<file path="src/common/dyn_term_defines.svh">
/*
 * Constants of the dynamic termination pair: mode-register field positions,
 * latency figures and the controller's APB register map.
 * Assumes inclusion by bare name from design files.
 */
`ifndef DYN_TERM_DEFINES_SVH
`define DYN_TERM_DEFINES_SVH

// Mode register field positions.
`define MR1_NOM_HI        9
`define MR1_NOM_MID       6
`define MR1_NOM_LO        2
`define MR1_LEVEL_BIT     7
`define MR1_DLL_OFF_BIT   0
`define MR1_AL_HI         4
`define MR1_AL_LO         3
`define MR2_WR_HI         10
`define MR2_WR_LO         9
`define MR2_CWL_HI        5
`define MR2_CWL_LO        3
`define MR0_CL_HI         6
`define MR0_CL_LO         4
`define MR_WIDTH          13

// Latency figures in clocks.
`define CWL_BASE          5'h05
`define CL_BASE           5'h04
`define LAT_OFFSET        5'h02
`define CHOP_RETURN       5'h04
`define FULL_RETURN       5'h06
`define HIGH_TIME_SHORT   4'h4
`define HIGH_TIME_LONG    4'h6
`define SKEW_CLOCKS       5'h01
`define EXTRA_CLOCKS      5'h01
`define MODE_SET_DEFAULT  12

// Controller register offsets (byte addresses).
`define REG_CMD           12'h000
`define REG_TERM_CTRL     12'h004
`define REG_STATUS        12'h008
`define REG_MR1_SHADOW    12'h00C
`define REG_MR2_SHADOW    12'h010

// Command register fields.
`define CMD_KIND_LO       0
`define CMD_CHOP_BIT      2
`define CMD_SEL_LO        3
`define CMD_DATA_LO       16

// Status bits.
`define ST_BUSY           0
`define ST_LINE           1
`define ST_WR_STRIPPED    2
`define ST_NOM_WARN       3
`define ST_NOM_STRIPPED   4

`endif

</file>
<file path="src/common/dyn_term_pkg.sv">
/*
 * Types shared by both ends of the termination link.
 * Assumes nothing beyond a SystemVerilog compiler.
 */
package dyn_term_pkg;

  // Link command kinds.
  typedef enum logic [1:0] {
    CMD_NONE  = 2'h0,
    CMD_WRITE = 2'h1,
    CMD_MODE  = 2'h2
  } cmd_kind_t;

  // Termination strength applied to a lane group.
  typedef enum logic [2:0] {
    RTT_OFF      = 3'h0,
    RTT_DIV4     = 3'h1,
    RTT_DIV2     = 3'h2,
    RTT_DIV6     = 3'h3,
    RTT_DIV12    = 3'h4,
    RTT_DIV8     = 3'h5,
    RTT_RESERVED = 3'h7
  } rtt_t;

endpackage

</file>
<file path="src/common/term_link_if.sv">
/*
 * Link between the memory controller and the device termination logic.
 * Assumes both ends share one clock; the bench instantiates and joins them.
 */
`timescale 1ns/100ps
interface term_link_if;
  import dyn_term_pkg::*;

  logic            cmd_valid;
  cmd_kind_t       cmd_kind;
  logic            cmd_chop;
  logic [1:0]      mr_sel;
  logic [12:0]     mr_data;
  logic            termination_control_input;

  // Device end samples everything.
  modport device (
    input cmd_valid, cmd_kind, cmd_chop, mr_sel, mr_data, termination_control_input
  );

  // Controller end drives everything.
  modport controller (
    output cmd_valid, cmd_kind, cmd_chop, mr_sel, mr_data, termination_control_input
  );
endinterface

</file>
<file path="src/logic/dyn_term_device.sv">
/*
 * Device end: on-die termination selection with nominal and write strengths.
 * Assumes commands and the control input are synchronous to pclk and that the
 * controller keeps its own timing obligations on the link.
 */
// Added by the designer: the register addresses.
`timescale 1ns/100ps
`include "dyn_term_defines.svh"

module dyn_term_device #(
  parameter int MAX_LAT         = 32,
  parameter int MODE_SET_CYCLES = `MODE_SET_DEFAULT
) (
  input  wire logic           pclk,
  input  wire logic           presetn,
  input  wire logic           ce,
  term_link_if.device         link,
  output dyn_term_pkg::rtt_t  dq_strength,
  output dyn_term_pkg::rtt_t  strobe_strength,
  output logic                dq_term_on,
  output logic                strobe_term_on,
  output logic                term_changing,
  output logic                term_uncertain
);
  import dyn_term_pkg::*;

  logic [`MR_WIDTH-1:0] mr0;
  logic [`MR_WIDTH-1:0] mr1;
  logic [`MR_WIDTH-1:0] mr2;
  logic [2:0]           nom_code;
  logic [1:0]           wr_code;
  logic                 dyn_enabled;
  logic                 leveling;
  logic [4:0]           cwl;
  logic [4:0]           cl;
  logic [4:0]           al;
  logic [4:0]           lat;
  logic [MAX_LAT-1:0]   ctl_hist;
  logic                 ctl_delayed;
  logic [4:0]           start_count;
  logic [4:0]           end_count;
  logic                 use_write;
  logic [7:0]           settle_count;
  rtt_t                 nom_rtt;
  rtt_t                 wr_rtt;
  rtt_t                 next_dq;
  rtt_t                 next_strobe;
  logic                 write_cmd;
  logic                 mode1_cmd;

  ////////////////////////////////////////////////////////////////////////////
  // Mode registers and decoded fields.

  // Mode registers are loaded by mode commands on the link.
  always_ff @(posedge pclk or negedge presetn) begin
    if (!presetn) begin
      mr0 <= '0;
      mr1 <= '0;
      mr2 <= '0;
    end else if (ce && link.cmd_valid && link.cmd_kind == CMD_MODE) begin
      unique case (link.mr_sel)
        2'h0: mr0 <= link.mr_data;
        2'h1: mr1 <= link.mr_data;
        2'h2: mr2 <= link.mr_data;
        2'h3: ;
      endcase
    end
  end

  // Field decode and latency arithmetic.
  always_comb begin
    nom_code    = {mr1[`MR1_NOM_HI], mr1[`MR1_NOM_MID], mr1[`MR1_NOM_LO]};
    wr_code     = {mr2[`MR2_WR_HI], mr2[`MR2_WR_LO]};
    dyn_enabled = |wr_code;
    leveling    = mr1[`MR1_LEVEL_BIT];
    cwl         = 5'({2'h0, mr2[`MR2_CWL_HI:`MR2_CWL_LO]}) + `CWL_BASE;
    cl          = 5'({2'h0, mr0[`MR0_CL_HI:`MR0_CL_LO]}) + `CL_BASE;
    unique case (mr1[`MR1_AL_HI:`MR1_AL_LO])
      2'h1:    al = cl - 5'h01;
      2'h2:    al = cl - 5'h02;
      default: al = 5'h00;
    endcase
    lat = cwl + al - `LAT_OFFSET;
  end

  // Nominal strength lookup.
  always_comb begin
    unique case (nom_code)
      3'h0:    nom_rtt = RTT_OFF;
      3'h1:    nom_rtt = RTT_DIV4;
      3'h2:    nom_rtt = RTT_DIV2;
      3'h3:    nom_rtt = RTT_DIV6;
      3'h4:    nom_rtt = RTT_DIV12;
      3'h5:    nom_rtt = RTT_DIV8;
      default: nom_rtt = RTT_RESERVED;
    endcase
  end

  // Write strength lookup; code zero never reaches the output.
  always_comb begin
    unique case (wr_code)
      2'h1:    wr_rtt = RTT_DIV4;
      2'h2:    wr_rtt = RTT_DIV2;
      default: wr_rtt = RTT_RESERVED;
    endcase
  end

  assign write_cmd = link.cmd_valid && link.cmd_kind == CMD_WRITE;
  assign mode1_cmd = link.cmd_valid && link.cmd_kind == CMD_MODE && link.mr_sel == 2'h1;

  ////////////////////////////////////////////////////////////////////////////
  // Control input latency.

  // History of the registered control input, one entry per clock.
  always_ff @(posedge pclk or negedge presetn) begin
    if (!presetn) begin
      ctl_hist <= '0;
    end else if (ce) begin
      ctl_hist <= {ctl_hist[MAX_LAT-2:0], link.termination_control_input};
    end
  end

  // Input seen high at edge n raises ctl_delayed at edge n plus latency; termination turns on one edge later.
  always_ff @(posedge pclk or negedge presetn) begin
    if (!presetn) begin
      ctl_delayed <= 1'b0;
    end else if (ce) begin
      ctl_delayed <= ctl_hist[lat - 5'h01];
    end
  end

  ////////////////////////////////////////////////////////////////////////////
  // Write strength window.

  // Start countdown: a pending or running window keeps its earlier start; a
  // write on the closing edge opens a fresh window after nominal returns.
  always_ff @(posedge pclk or negedge presetn) begin
    if (!presetn) begin
      start_count <= 5'h00;
    end else if (ce) begin
      if (write_cmd && dyn_enabled && start_count == 5'h00
          && (!use_write || end_count == 5'h01)) begin
        start_count <= lat;
      end else if (start_count != 5'h00) begin
        start_count <= start_count - 5'h01;
      end
    end
  end

  // End countdown: every write with write strength enabled reloads it, so the latest such write sets the end.
  always_ff @(posedge pclk or negedge presetn) begin
    if (!presetn) begin
      end_count <= 5'h00;
    end else if (ce) begin
      if (write_cmd && dyn_enabled) begin
        end_count <= lat + (link.cmd_chop ? `CHOP_RETURN : `FULL_RETURN);
      end else if (end_count != 5'h00) begin
        end_count <= end_count - 5'h01;
      end
    end
  end

  // Window flag: set when the start count expires, cleared when the end does.
  always_ff @(posedge pclk or negedge presetn) begin
    if (!presetn) begin
      use_write <= 1'b0;
    end else if (ce) begin
      if (end_count == 5'h01) begin
        use_write <= 1'b0;
      end else if (start_count == 5'h01) begin
        use_write <= 1'b1;
      end
    end
  end

  ////////////////////////////////////////////////////////////////////////////
  // Settling after a mode-one load.

  // Covers latency, sub-clock skew, mode-set delay and one extra clock.
  always_ff @(posedge pclk or negedge presetn) begin
    if (!presetn) begin
      settle_count <= 8'h00;
    end else if (ce) begin
      if (mode1_cmd) begin
        settle_count <= 8'({3'h0, lat}) + 8'({3'h0, `SKEW_CLOCKS})
                        + 8'(MODE_SET_CYCLES) + 8'({3'h0, `EXTRA_CLOCKS});
      end else if (settle_count != 8'h00) begin
        settle_count <= settle_count - 8'h01;
      end
    end
  end

  ////////////////////////////////////////////////////////////////////////////
  // Output stage.

  // Strength selection per lane group; leveling keeps data lanes bare.
  always_comb begin
    if (leveling) begin
      next_dq     = RTT_OFF;
      next_strobe = nom_rtt;
    end else if (use_write) begin
      next_dq     = wr_rtt;
      next_strobe = wr_rtt;
    end else begin
      next_dq     = nom_rtt;
      next_strobe = nom_rtt;
    end
  end

  // Registered outputs; termination on only when gated and a strength exists.
  always_ff @(posedge pclk or negedge presetn) begin
    if (!presetn) begin
      dq_strength     <= RTT_OFF;
      strobe_strength <= RTT_OFF;
      dq_term_on      <= 1'b0;
      strobe_term_on  <= 1'b0;
      term_changing   <= 1'b0;
      term_uncertain  <= 1'b0;
    end else if (ce) begin
      dq_strength     <= next_dq;
      strobe_strength <= next_strobe;
      dq_term_on      <= ctl_delayed && next_dq != RTT_OFF;
      strobe_term_on  <= ctl_delayed && next_strobe != RTT_OFF;
      term_changing   <= start_count == 5'h01;
      term_uncertain  <= mode1_cmd || settle_count > 8'h01;
    end
  end
endmodule

</file>
<file path="src/flat_wrapper.sv">
// flat-port wrapper written by rule: the top's interface ports become plain ports
module dyn_term_device_flat import dyn_term_pkg::*;
#(
  parameter int MAX_LAT         = 32,
  parameter int MODE_SET_CYCLES = `MODE_SET_DEFAULT
)
  (pclk, presetn, ce, dq_strength, strobe_strength, dq_term_on, strobe_term_on, term_changing, term_uncertain, link_cmd_valid, link_cmd_kind, link_cmd_chop, link_mr_sel, link_mr_data, link_termination_control_input);
  term_link_if link_i ();
  input  wire logic pclk;
  input  wire logic presetn;
  input  wire logic ce;
  output dyn_term_pkg::rtt_t dq_strength;
  output dyn_term_pkg::rtt_t strobe_strength;
  output logic dq_term_on;
  output logic strobe_term_on;
  output logic term_changing;
  output logic term_uncertain;
  input wire logic [$bits(link_i.cmd_valid)-1:0] link_cmd_valid;
  input wire logic [$bits(link_i.cmd_kind)-1:0] link_cmd_kind;
  input wire logic [$bits(link_i.cmd_chop)-1:0] link_cmd_chop;
  input wire logic [$bits(link_i.mr_sel)-1:0] link_mr_sel;
  input wire logic [$bits(link_i.mr_data)-1:0] link_mr_data;
  input wire logic [$bits(link_i.termination_control_input)-1:0] link_termination_control_input;
  assign link_i.cmd_valid = link_cmd_valid;
  assign link_i.cmd_kind = link_cmd_kind;
  assign link_i.cmd_chop = link_cmd_chop;
  assign link_i.mr_sel = link_mr_sel;
  assign link_i.mr_data = link_mr_data;
  assign link_i.termination_control_input = link_termination_control_input;
  dyn_term_device #(.MAX_LAT(MAX_LAT), .MODE_SET_CYCLES(MODE_SET_CYCLES)) u_core (.pclk(pclk), .presetn(presetn), .ce(ce), .link(link_i), .dq_strength(dq_strength), .strobe_strength(strobe_strength), .dq_term_on(dq_term_on), .strobe_term_on(strobe_term_on), .term_changing(term_changing), .term_uncertain(term_uncertain));
endmodule
</file>
<file path="config.mk">
export PLATFORM = sky130hd
export DESIGN_NAME = dyn_term_device_flat
export DESIGN_NICKNAME = d
export VERILOG_FILES = /design/src/common/dyn_term_pkg.sv /design/src/common/term_link_if.sv /design/src/logic/dyn_term_device.sv /design/src/flat_wrapper.sv
export VERILOG_INCLUDE_DIRS = /design/src /design/src/common
export SDC_FILE = /design/constraint.sdc
export NUM_CORES = 1
export LEC_CHECK = 0
export ABC_AREA = 1
export BUFFER_PORTS_ARGS = -buffer_cell sky130_fd_sc_hd__clkbuf_2
export CORE_ASPECT_RATIO = 1.1
export CORE_MARGIN = 3
export CORE_UTILIZATION = 60
export DETAILED_ROUTE_END_ITERATION = 16
export GPL_ROUTABILITY_DRIVEN = 0
export PLACE_DENSITY = 0.77
export SLEW_MARGIN = 20
export SYNTH_ARGS = -nofsm -noshare
export SYNTH_HDL_FRONTEND = slang
export SYNTH_SLANG_ARGS = --single-unit
export TNS_END_PERCENT = 5
</file>
<file path="constraint.sdc">
create_clock -name pclk -period 4.55 [get_ports pclk]
set_clock_uncertainty 0.05 [all_clocks]
set_input_delay 0.2275 -clock pclk [delete_from_list [all_inputs] [get_ports pclk]]
set_output_delay 0.2275 -clock pclk [all_outputs]
set_load 0.1 [all_outputs]
</file>
### After elaboration in Yosys (flattened, before gate mapping)

Cells that the tools add are included.

| operators by class | value |
|---|---|
| equal/unequal tests | 15 |
| reduce and logical (&&, ||, !) cells | 33 |
| magnitude comparators | 2 |
| add/subtract/negate cells | 14 |
| multiplexer cells | 17 |

Operators with widths:

| kind | number |
|---|---|
| $mux W5 | 4 |
| $sub A5 B1 Y5 const B | 4 |
| $pmux W3 S6 | 1 |
| $mux W8 | 2 |
| $reduce_and A2 Y1 | 7 |
| $add A5 B5 Y5 | 2 |
| $eq A5 B1 Y1 const B | 2 |
| $logic_and A1 B1 Y1 | 10 |
| $pmux W5 S2 | 1 |
| $reduce_bool A5 Y1 | 2 |
| $sub A5 B2 Y5 const B | 2 |
| $mux W3 | 3 |
| $add A3 B3 Y4 const B | 2 |
| $add A8 B1 Y8 const B | 1 |
| $add A8 B4 Y8 const B | 1 |
| $eq A2 B1 Y1 const B | 4 |
| $eq A2 B2 Y1 const B | 4 |
| $gt A8 B1 Y1 const B | 1 |
| $reduce_bool A2 Y1 | 4 |
| $reduce_bool A8 Y1 | 1 |
| $sub A8 B1 Y8 const B | 1 |
| $add A5 B1 Y6 const B | 1 |
| $eq A3 B2 Y1 const B | 2 |
| $eq A3 B3 Y1 const B | 2 |
| other kinds (13) | 17 |

| word-level totals | value |
|---|---|
| flip-flop bits (word level) | 90 |
| output and inout port bits | 10 |
| input port bits | 23 |
| word-level logic and storage cells | 96 |

### Depth between registers and ports, before layout

Gate-level depths: netlist of run 1.

| logic depth | value |
|---|---|
| depth after elaboration | 9 |
| gate-level depth with buffers | 21 |
| gate-level depth less buffers | 21 |

### Least setup slack after synthesis of run 1

No wires, ideal clock.

| timing | value |
|---|---|
| path kind | register to register |
| start | reg u_core.mr0[5] |
| end | reg u_core.settle_count[5] |
| buffers on the path | 0 |
| period minus slack after synthesis | 3.140 ns |
| library setup time | 0.077 ns |
| required time | 4.423 ns |
| arrival time | 3.012 ns |
| slack | 1.410 ns |
| stages on the path, launching flop included | 21 |
| path through | dfrtp_1 > inv_1 > ha_1 > o22ai_1 > nand2_1 > ha_1 > inv_1 > ha_1 > inv_1 > fa_1 > inv_1 > ha_1 > nand2_1 > inv_1 > nand2_1 > nand2_1 > nand2_1 > nand3_1 > nand2_1 > nand3_1 > a21oi_1 |

| between the ends | value |
|---|---|
| word-level cells in the longest chain between the ends | 9 |
| elaborated cells on any way between the ends | 10 |
| those cells by class | add/sub (8); mux (2) |

Ends and longest elaborated chain:

| item | line | RTL |
|---|---|---|
| from (decl) | dyn_term_device.sv:27 | `` logic [`MR_WIDTH-1:0] mr0; `` |
| from (signal assigned) | dyn_term_device.sv:62 | `2'h0: mr0 <= link.mr_data;` |
| $add A3 B3 Y4 (no line) (*) | -- |  |
| $sub A5 B2 Y5 / $sub A5 B1 Y5 (equally long branches) | dyn_term_device.sv:80, dyn_term_device.sv:79 |  |
| $pmux W5 S2 (*) | dyn_term_device.sv:78 | `` unique case (mr1[`MR1_AL_HI:`MR1_AL_LO]) `` |
| $add A5 B5 Y5 (*) | dyn_term_device.sv:83 | `` lat = cwl + al - `LAT_OFFSET; `` |
| $sub A5 B2 Y5 (no line) (*) | -- |  |
| $add A5 B1 Y6 (*) | dyn_term_device.sv:185 | `` settle_count <= 8'({3'h0, lat}) + 8'({3'h0, `SKEW_CLOCKS}) `` |
| $add A8 B4 Y8 (*) | dyn_term_device.sv:185 |  |
| $add A8 B1 Y8 (*) | dyn_term_device.sv:185 |  |
| $mux W8 (*) | dyn_term_device.sv:184 | `if (mode1_cmd) begin` |
| to (signal assigned) | dyn_term_device.sv:185 |  |
| to (signal assigned) | dyn_term_device.sv:188 | `settle_count <= settle_count - 8'h01;` |
| to (decl) | dyn_term_device.sv:43 | `logic [7:0] settle_count;` |

Mark *: on every way between the ends. The rest lies on a longest branch, timed or not.
A chain may end at the register's enable or synchronous reset.

### Worst setup path after layout of run 1

| timing | value |
|---|---|
| start | reg u_core.mr0[4] |
| end | reg u_core.settle_count[6] |

The elaborated chain is that of the path after synthesis.

==> results of run 1 <==
state kept, by name, indices dropped and copies added, names as in the netlist:
signal / count
u_core.dq_term_on: 1
u_core.end_count: 5
u_core.term_uncertain: 1
u_core.mr2: 5
u_core.mr1: 6
u_core.strobe_strength: 3
u_core.mr0: 3
u_core.use_write: 1
u_core.dq_strength: 3
u_core.ctl_delayed: 1
u_core.strobe_term_on: 1
u_core.start_count: 5
u_core.term_changing: 1
u_core.ctl_hist: 32
u_core.settle_count: 8
final cells by class:
class                      count  area (sq um)  area share
clock buffer                   9           124      0.0255
clock inverter                 5          31.3     0.00643
inverter                      84           317      0.0651
multi-input combinational    392          2220       0.457
sequential                    76          1900       0.391
tap                           85           106      0.0219
timing repair buffer          30           163      0.0334
metrics by stage:
stage | hold WS [ps] | setup WS, ps | cells | utilization
6_report | 51.8 | 954 | 681 | 0.679
5_1_grt | 52.6 | 609 | 681 | 0.679
4_1_cts | 47.5 | 951 | 681 | 0.679
3_5_place_dp | 378 | 1010 | 666 | 0.656
3_3_place_gp | 383 | 1120 | 666 | 0.656
2_1_floorplan | -118 | 1410 | 571 | -
kinds of logic (layout without fill, tap and decap cells):
logic type                 after synthesis  count (layout)  synth area share
AOI/OAI and AO/OA                      130             130             0.162
buffers and inverters                  103             128            0.0908
muxes                                    1               1           0.00248
DFF                                     76              76             0.419
and+or+nand+nor                        215             215             0.205
adders and majority gates               34              34            0.0955
xor gates and xnor gates                12              12            0.0248
worst max-delay path, cell delays in order (launching register included):
cell and delay [ps]:
dfrtp_1 420, inv_1 70, ha_1 280, o22ai_1 130, nand2_1 80, ha_1 290, inv_1 70, ha_1 180
inv_1 60, fa_1 730, inv_1 140, ha_1 210, nand2_1 90, inv_1 40, nand2_1 80, nand2_1 100
nand2_1 100, nand3_1 70, nor2_1 140, o21ai_0 80, o21ai_0 100
worst max path at each step:
| stage | end | slack, ps |
|---|---|---|
| 6_report | u_core.settle_count[6]$_DFFE_PN0P_ | 950 |
| 5_1_grt | u_core.settle_count[6]$_DFFE_PN0P_ | 610 |
| 4_1_cts | u_core.settle_count[6]$_DFFE_PN0P_ | 950 |
| 3_5_place_dp | u_core.settle_count[6]$_DFFE_PN0P_ | 1010 |
| 3_3_place_gp | u_core.settle_count[6]$_DFFE_PN0P_ | 1120 |
| 2_1_floorplan | u_core.settle_count[5]$_DFFE_PN0P_ | 1410 |
layer usage:
metal | vias to the layer above | wire length, um | global-route usage
met1 | 1743 | 4080 | 0.296
met4 | 0 | 170 | 0.0814
met3 | 16 | 343 | 0.0424
met5 | - | 0 | 0
met2 | 81 | 4290 | 0.382
li1 | 1901 | - | -
power by group:
group          internal (mW)  switching [mW]
clock network          0.189           0.246
registers              0.845           0.124
logic                  0.565            1.13
layout by cell type (no fill, tap or decap), types with 9 or more instances in the layout:
cell type  count
nor2_1        28
nand2_1      129
xor2_1         9
clkbuf_2      26
o211ai_1      15
ha_1          33
clkbuf_8       9
inv_1         83
nand3_1       41
o21ai_0       76
a21oi_1       22
dfrtp_1       76
==> impl_metrics.env, run 1 <==
export IMPL_period_minus_slack_ps=3600
export IMPL_synthArstFlopShare=1.00
export IMPL_min_path_cells=2
export IMPL_syn_area_sq_um=4530
export IMPL_ir_drop_mv=0.304
export IMPL_ys_seq_area_frac=0.419
export IMPL_fin_tns_setup_ps=0
export IMPL_drt_wl_total_um=8880
export IMPL_cts_sinks=76
export IMPL_totalPowerFinal_mw=3.10
export IMPL_yosysMostFrequentCell="nand2_1"
export IMPL_ctsLongestPathBuffers=2
export IMPL_cts_made_buffers=9
export IMPL_timing_rr_start="u_core.mr0[4]$_DFFE_PN0P_"
export IMPL_slew_headroom=0.378
export IMPL_stdcell_area_sq_um=4860
export IMPL_avgSynthCellArea_sq_um=7.94
export IMPL_reg2reg_depth=20
export IMPL_worst_pin_slew_ps=933
export IMPL_r2r_slack_ps=950
export IMPL_synth_area_leaders="dfrtp_1 42%, nand2_1 11%, ha_1 9.1%, o21ai_0 8.4%, inv_1 6.9%"
export IMPL_vias_per_cell=5.49
export IMPL_row_count=32
export IMPL_htree_levels=3
export IMPL_ant_nets=0
export IMPL_dr_first_iter_drc_count=207
export IMPL_diodes=0
export IMPL_dieArea_sq_um=8640
export IMPL_synth_top_cell_area_share=0.419
export IMPL_clock_fmax_mhz=278
export IMPL_vias=3741
export IMPL_hold_viol_final=0
export IMPL_postCtsSetupBuffers=0
export IMPL_cts_resized=0
export IMPL_synth_top_cell_by_area="dfrtp_1"
export IMPL_insertion_delay_ps=360
export IMPL_drc_errors=0
export IMPL_grt_max_degree=77
export IMPL_setup_viol=0
export IMPL_status="finished clean"
export IMPL_worstSetupStartpoint="u_core.mr0[4]$_DFFE_PN0P_"
export IMPL_report_final_slew_viol_count=0
export IMPL_leakage_nw=2.47
export IMPL_endpoint_kind="flop"
export IMPL_grt_pass1_wl_um=15900
export IMPL_synth_nets=628
export IMPL_placed_area_sq_um=4700
export IMPL_maxCapViolations=0
export IMPL_syn_to_final_growth_pct=7.26
export IMPL_layout_drive_gt1_share=0.0990
export IMPL_synth_cells_most_frequent="129 x nand2_1, 83 x inv_1, 76 x dfrtp_1, 76 x o21ai_0, 41 x nand3_1"
export IMPL_holdPathEnd="u_core.mr1[2]$_DFFE_PN0P_"
export IMPL_nets=650
export IMPL_tritoncts="built"
export IMPL_clkTransAtPathRegs_ps=80
export IMPL_cp_arrival_ps=3810
export IMPL_postCtsHoldBufs=1
export IMPL_cts_root_buf="clkbuf_8"
export IMPL_criticalPathCategory="reg2reg"
export IMPL_rsz0062_at_grt="no"
export IMPL_start_util=0.633
export IMPL_netlist_cell_type_count=42
export IMPL_dp_hpwl_um=6330
export IMPL_start_kind="flop"
export IMPL_grt_pass1_vias=3696
export IMPL_fp_coreArea_sq_um=7170
export IMPL_fin_crit_sh=0.790
export IMPL_boundaryPins=33
export IMPL_firstDrtPassIters=5
export IMPL_syn_inst=571
export IMPL_crit_fanout=8
export IMPL_synth_ff_type="dfrtp_1"
export IMPL_antenna_found_initial=0
export IMPL_synth_warnings=0
export IMPL_cellPowerDensity_nw_per_um2=638
export IMPL_die_x_um=88.9
export IMPL_r2r_end="u_core.settle_count[6]$_DFFE_PN0P_"
export IMPL_wl_per_cell_um=13.0
export IMPL_min_path_type="in2reg"
export IMPL_die_h_um=97.2
export IMPL_grt_overflow=0
export IMPL_nFillCells=626
export IMPL_numPortBuffers=27
export IMPL_critPathRequiredTime_ps=4770
export IMPL_ys_ff_latch=76
export IMPL_synth_edf_count=0
export IMPL_grt_usage=0.230
export IMPL_min_from="link_mr_data[2]"
(Power assumes the default switching activity.)
==> run 2: changes to the inputs <==
--- a/config.mk
+++ b/config.mk
@@ -6,7 +6,7 @@
 export SDC_FILE = /design/constraint.sdc
 export NUM_CORES = 1
 export LEC_CHECK = 0
-export ABC_AREA = 1
+export ABC_AREA = 0
 export BUFFER_PORTS_ARGS = -buffer_cell sky130_fd_sc_hd__clkbuf_2
 export CORE_ASPECT_RATIO = 1.1
 export CORE_MARGIN = 3
==> constraint.sdc (replaced) <==
create_clock -name pclk -period 3.5 [get_ports pclk]
set_clock_uncertainty 0.05 [all_clocks]
set_input_delay 0.175 -clock pclk [delete_from_list [all_inputs] [get_ports pclk]]
set_output_delay 0.175 -clock pclk [all_outputs]
set_load 0.1 [all_outputs]
==> impl_metrics.env, run 2 <==
export IMPL_cts_root_buf="clkbuf_8"
export IMPL_crit_fanout=5
export IMPL_grt_max_degree=77
export IMPL_grt_pass1_vias=3420
export IMPL_report_final_slew_viol_count=0
export IMPL_ir_drop_mv=0.707
export IMPL_syn_area_sq_um=4570
export IMPL_htree_levels=3
export IMPL_synth_edf_count=0
export IMPL_insertion_delay_ps=360
export IMPL_tritoncts="built"
export IMPL_ant_nets=0
export IMPL_cts_sinks=76
export IMPL_cp_top_family="adder cells"
export IMPL_start_kind="flop"
export IMPL_r2r_end="u_core.ctl_delayed$_DFFE_PN0P_"
export IMPL_worstSetupStartpoint="u_core.mr1[4]$_DFFE_PN0P_"
export IMPL_holdPathEnd="u_core.mr0[5]$_DFFE_PN0P_"
export IMPL_grt_usage=0.236
export IMPL_clock_fmax_mhz=287
export IMPL_numPortBuffers=27
export IMPL_setup_viol=0
export IMPL_status="finished clean"
export IMPL_wl_per_cell_um=17.1
export IMPL_synth_nets=493
export IMPL_critPathRequiredTime_ps=3700
export IMPL_ys_ff_latch=76
export IMPL_cts_made_buffers=9
export IMPL_timing_rr_start="u_core.mr1[4]$_DFFE_PN0P_"
export IMPL_period_minus_slack_ps=3490
export IMPL_ctsLongestPathBuffers=2
export IMPL_max_stage_delay_ps=600
export IMPL_vias_per_cell=5.98
export IMPL_syn_to_final_growth_pct=19.0
export IMPL_vias=3456
export IMPL_drc_errors=0
export IMPL_crit_top_cell="inv_2"
export IMPL_crit_slowest_cell="fa_2"
export IMPL_r2r_slack_ps=10
export IMPL_dieArea_sq_um=8700
export IMPL_multiInputGateArea_sq_um=2670
export IMPL_reg2reg_depth=17
export IMPL_yosysMostFrequentCell="dfrtp_1"
export IMPL_dp_cells=549
export IMPL_cellPowerDensity_nw_per_um2=1150
export IMPL_final_common_cell="dfrtp_1"
export IMPL_row_count=32
export IMPL_criticalPathCategory="reg2reg"
export IMPL_totalPowerFinal_mw=6.23
export IMPL_worstPathCellList="inv_2 -> ha_4 -> inv_4 -> o22ai_2 -> nand2b_1 -> ha_1 -> inv_2 -> ha_4 -> inv_2 -> fa_2 -> ha_2 -> a21boi_2 -> xnor2_1 -> buf_4 -> mux4_2 -> nor2_2 -> o2bb2ai_1"
export IMPL_avgSynthCellArea_sq_um=10.5
export IMPL_grt_overflow=0
export IMPL_min_path_type="in2reg"
export IMPL_start_util=0.634
export IMPL_synth_ff_type="dfrtp_1"
export IMPL_die_h_um=97.5
export IMPL_critPathBufInv=5
export IMPL_leakage_nw=2.44
export IMPL_dp_hpwl_um=6520
export IMPL_reg_top3="u_core.ctl_hist (32), u_core.settle_count (8), u_core.mr1 (6)"
export IMPL_syn_inst=436
export IMPL_fin_crit_sh=0.996
export IMPL_stdcell_count=578
export IMPL_nets=545
export IMPL_antenna_found_initial=0
export IMPL_fp_coreArea_sq_um=7210
export IMPL_rsz0062_at_grt="yes"
export IMPL_netlist_cell_type_count=58
export IMPL_ys_seq_area_frac=0.416
export IMPL_synth_cells_most_frequent="76 x dfrtp_1, 45 x mux2_2, 37 x inv_1, 33 x ha_1"
export IMPL_final_cell_mix="76 x dfrtp_1, 45 x mux2_2, 28 x nand2_1, 28 x inv_1, 27 x nor2_1"
export IMPL_dr_first_iter_drc_count=191
export IMPL_boundaryPins=33
export IMPL_endpoint_kind="flop"
export IMPL_layout_drive_gt1_share=0.337
export IMPL_synth_top_cell_by_area="dfrtp_1"
export IMPL_drt_wl_total_um=9880
export IMPL_largest_register_ffs=32
export IMPL_clkTransAtPathRegs_ps=90
export IMPL_synth_top_cell_area_share=0.416
export IMPL_synthArstFlopShare=1.00
export IMPL_worst_pin_slew_ps=958
export IMPL_min_path_cells=2
export IMPL_diodes=0
export IMPL_slew_headroom=0.360
export IMPL_synth_area_leaders="dfrtp_1 42%, mux2_2 11%, ha_1 9.0%, mux4_2 3.4%, inv_1 3.0%"
export IMPL_grt_pass1_wl_um=16100
export IMPL_nFillCells=477
export IMPL_maxCapViolations=0
export IMPL_seqCellArea_sq_um=1900
export IMPL_cp_arrival_ps=3680
export IMPL_regMostFlops="u_core.ctl_hist"
export IMPL_hold_viol_final=0
export IMPL_die_x_um=89.2
export IMPL_firstDrtPassIters=4
export IMPL_synth_warnings=0
export IMPL_min_from="link_mr_data[5]"
## run 2: final cells by class
| class | instances | share of cell area |
|---|---|---|
| Tap cell | 85 | 0.0196 |
| Sequential cell | 76 | 0.350 |
| Inverter | 37 | 0.0260 |
| Timing Repair Buffer | 60 | 0.0750 |
| Clock inverter | 7 | 0.0166 |
| Clock buffer | 9 | 0.0228 |
| Multi-Input combinational cell | 304 | 0.490 |
## run 2: how the worst max path moves through the flow
stage,end,slack [ps],cells after the start
floorplan,u_core.ctl_delayed$_DFFE_PN0P_,10,16
global placement,u_core.ctl_delayed$_DFFE_PN0P_,-50,16
detailed placement,u_core.ctl_delayed$_DFFE_PN0P_,-130,16
CTS,u_core.ctl_delayed$_DFFE_PN0P_,6,17
global route,u_core.settle_count[5]$_DFFE_PN0P_,-130,16
finish,u_core.ctl_delayed$_DFFE_PN0P_,10,17
## run 2: per-layer routing
metal	up-vias	share of wire	global-route usage
met5	-	0	0
met4	0	0.025	0.0939
met3	23	0.030	0.0450
met2	73	0.52	0.379
met1	1704	0.43	0.311
li1	1656	-	-
## run 2: repair_timing
item | CTS | global route
hold buffers | 6 | 0
setup buffers | 4 | 4
endpoints found under the hold margin | 81 | 0
resized for setup | 14 | 37
setup endpoints to repair | 4 | 4
pin swaps | 11 | 22
## run 2: cells by family (layout without fill, tap and decap cells)
family	count (synthesis)	after routing	share of synthesized area
muxes	58	58	0.159
AOI/OAI and AO/OA	92	92	0.134
and+or+nand+nor	105	105	0.114
xor gates and xnor gates	15	15	0.0345
DFF	76	76	0.416
buffers and inverters	56	113	0.0485
adders and majority gates	34	34	0.0947
## run 2: worst reg2reg max path, delay by kind of cell, from the launching register on
family                     cells  cell delay [ps]
AOI/OAI and AO/OA              3              290
xor gates and xnor gates       1              120
buffers and inverters          5              390
muxes                          1              490
and+or+nand+nor                2              200
adders and majority gates      5             1370
DFF                            1              440
## run 2: metrics by stage
stage | setup slack, ps | util | hold WS, ps | area (sq um) | setup TNS (ps)
3_5_place_dp | -127 | 0.679 | 333 | 4890 | -284
2_1_floorplan | 13.3 | - | -171 | 4590 | 0
4_1_cts | 6.13 | 0.727 | 3.91 | 5240 | 0
6_report | 12.7 | 0.755 | 10.2 | 5440 | 0
5_1_grt | -134 | 0.755 | 3.59 | 5440 | -382
3_3_place_gp | -49.8 | 0.679 | 332 | 4890 | -50.2
## run 2: power breakdown
| part | internal, mW | switching [mW] |
|---|---|---|
| Sequential | 1.20 | 0.283 |
| Clock | 0.349 | 0.377 |
| Combinational | 1.93 | 2.08 |
| Total | 3.48 | 2.74 |
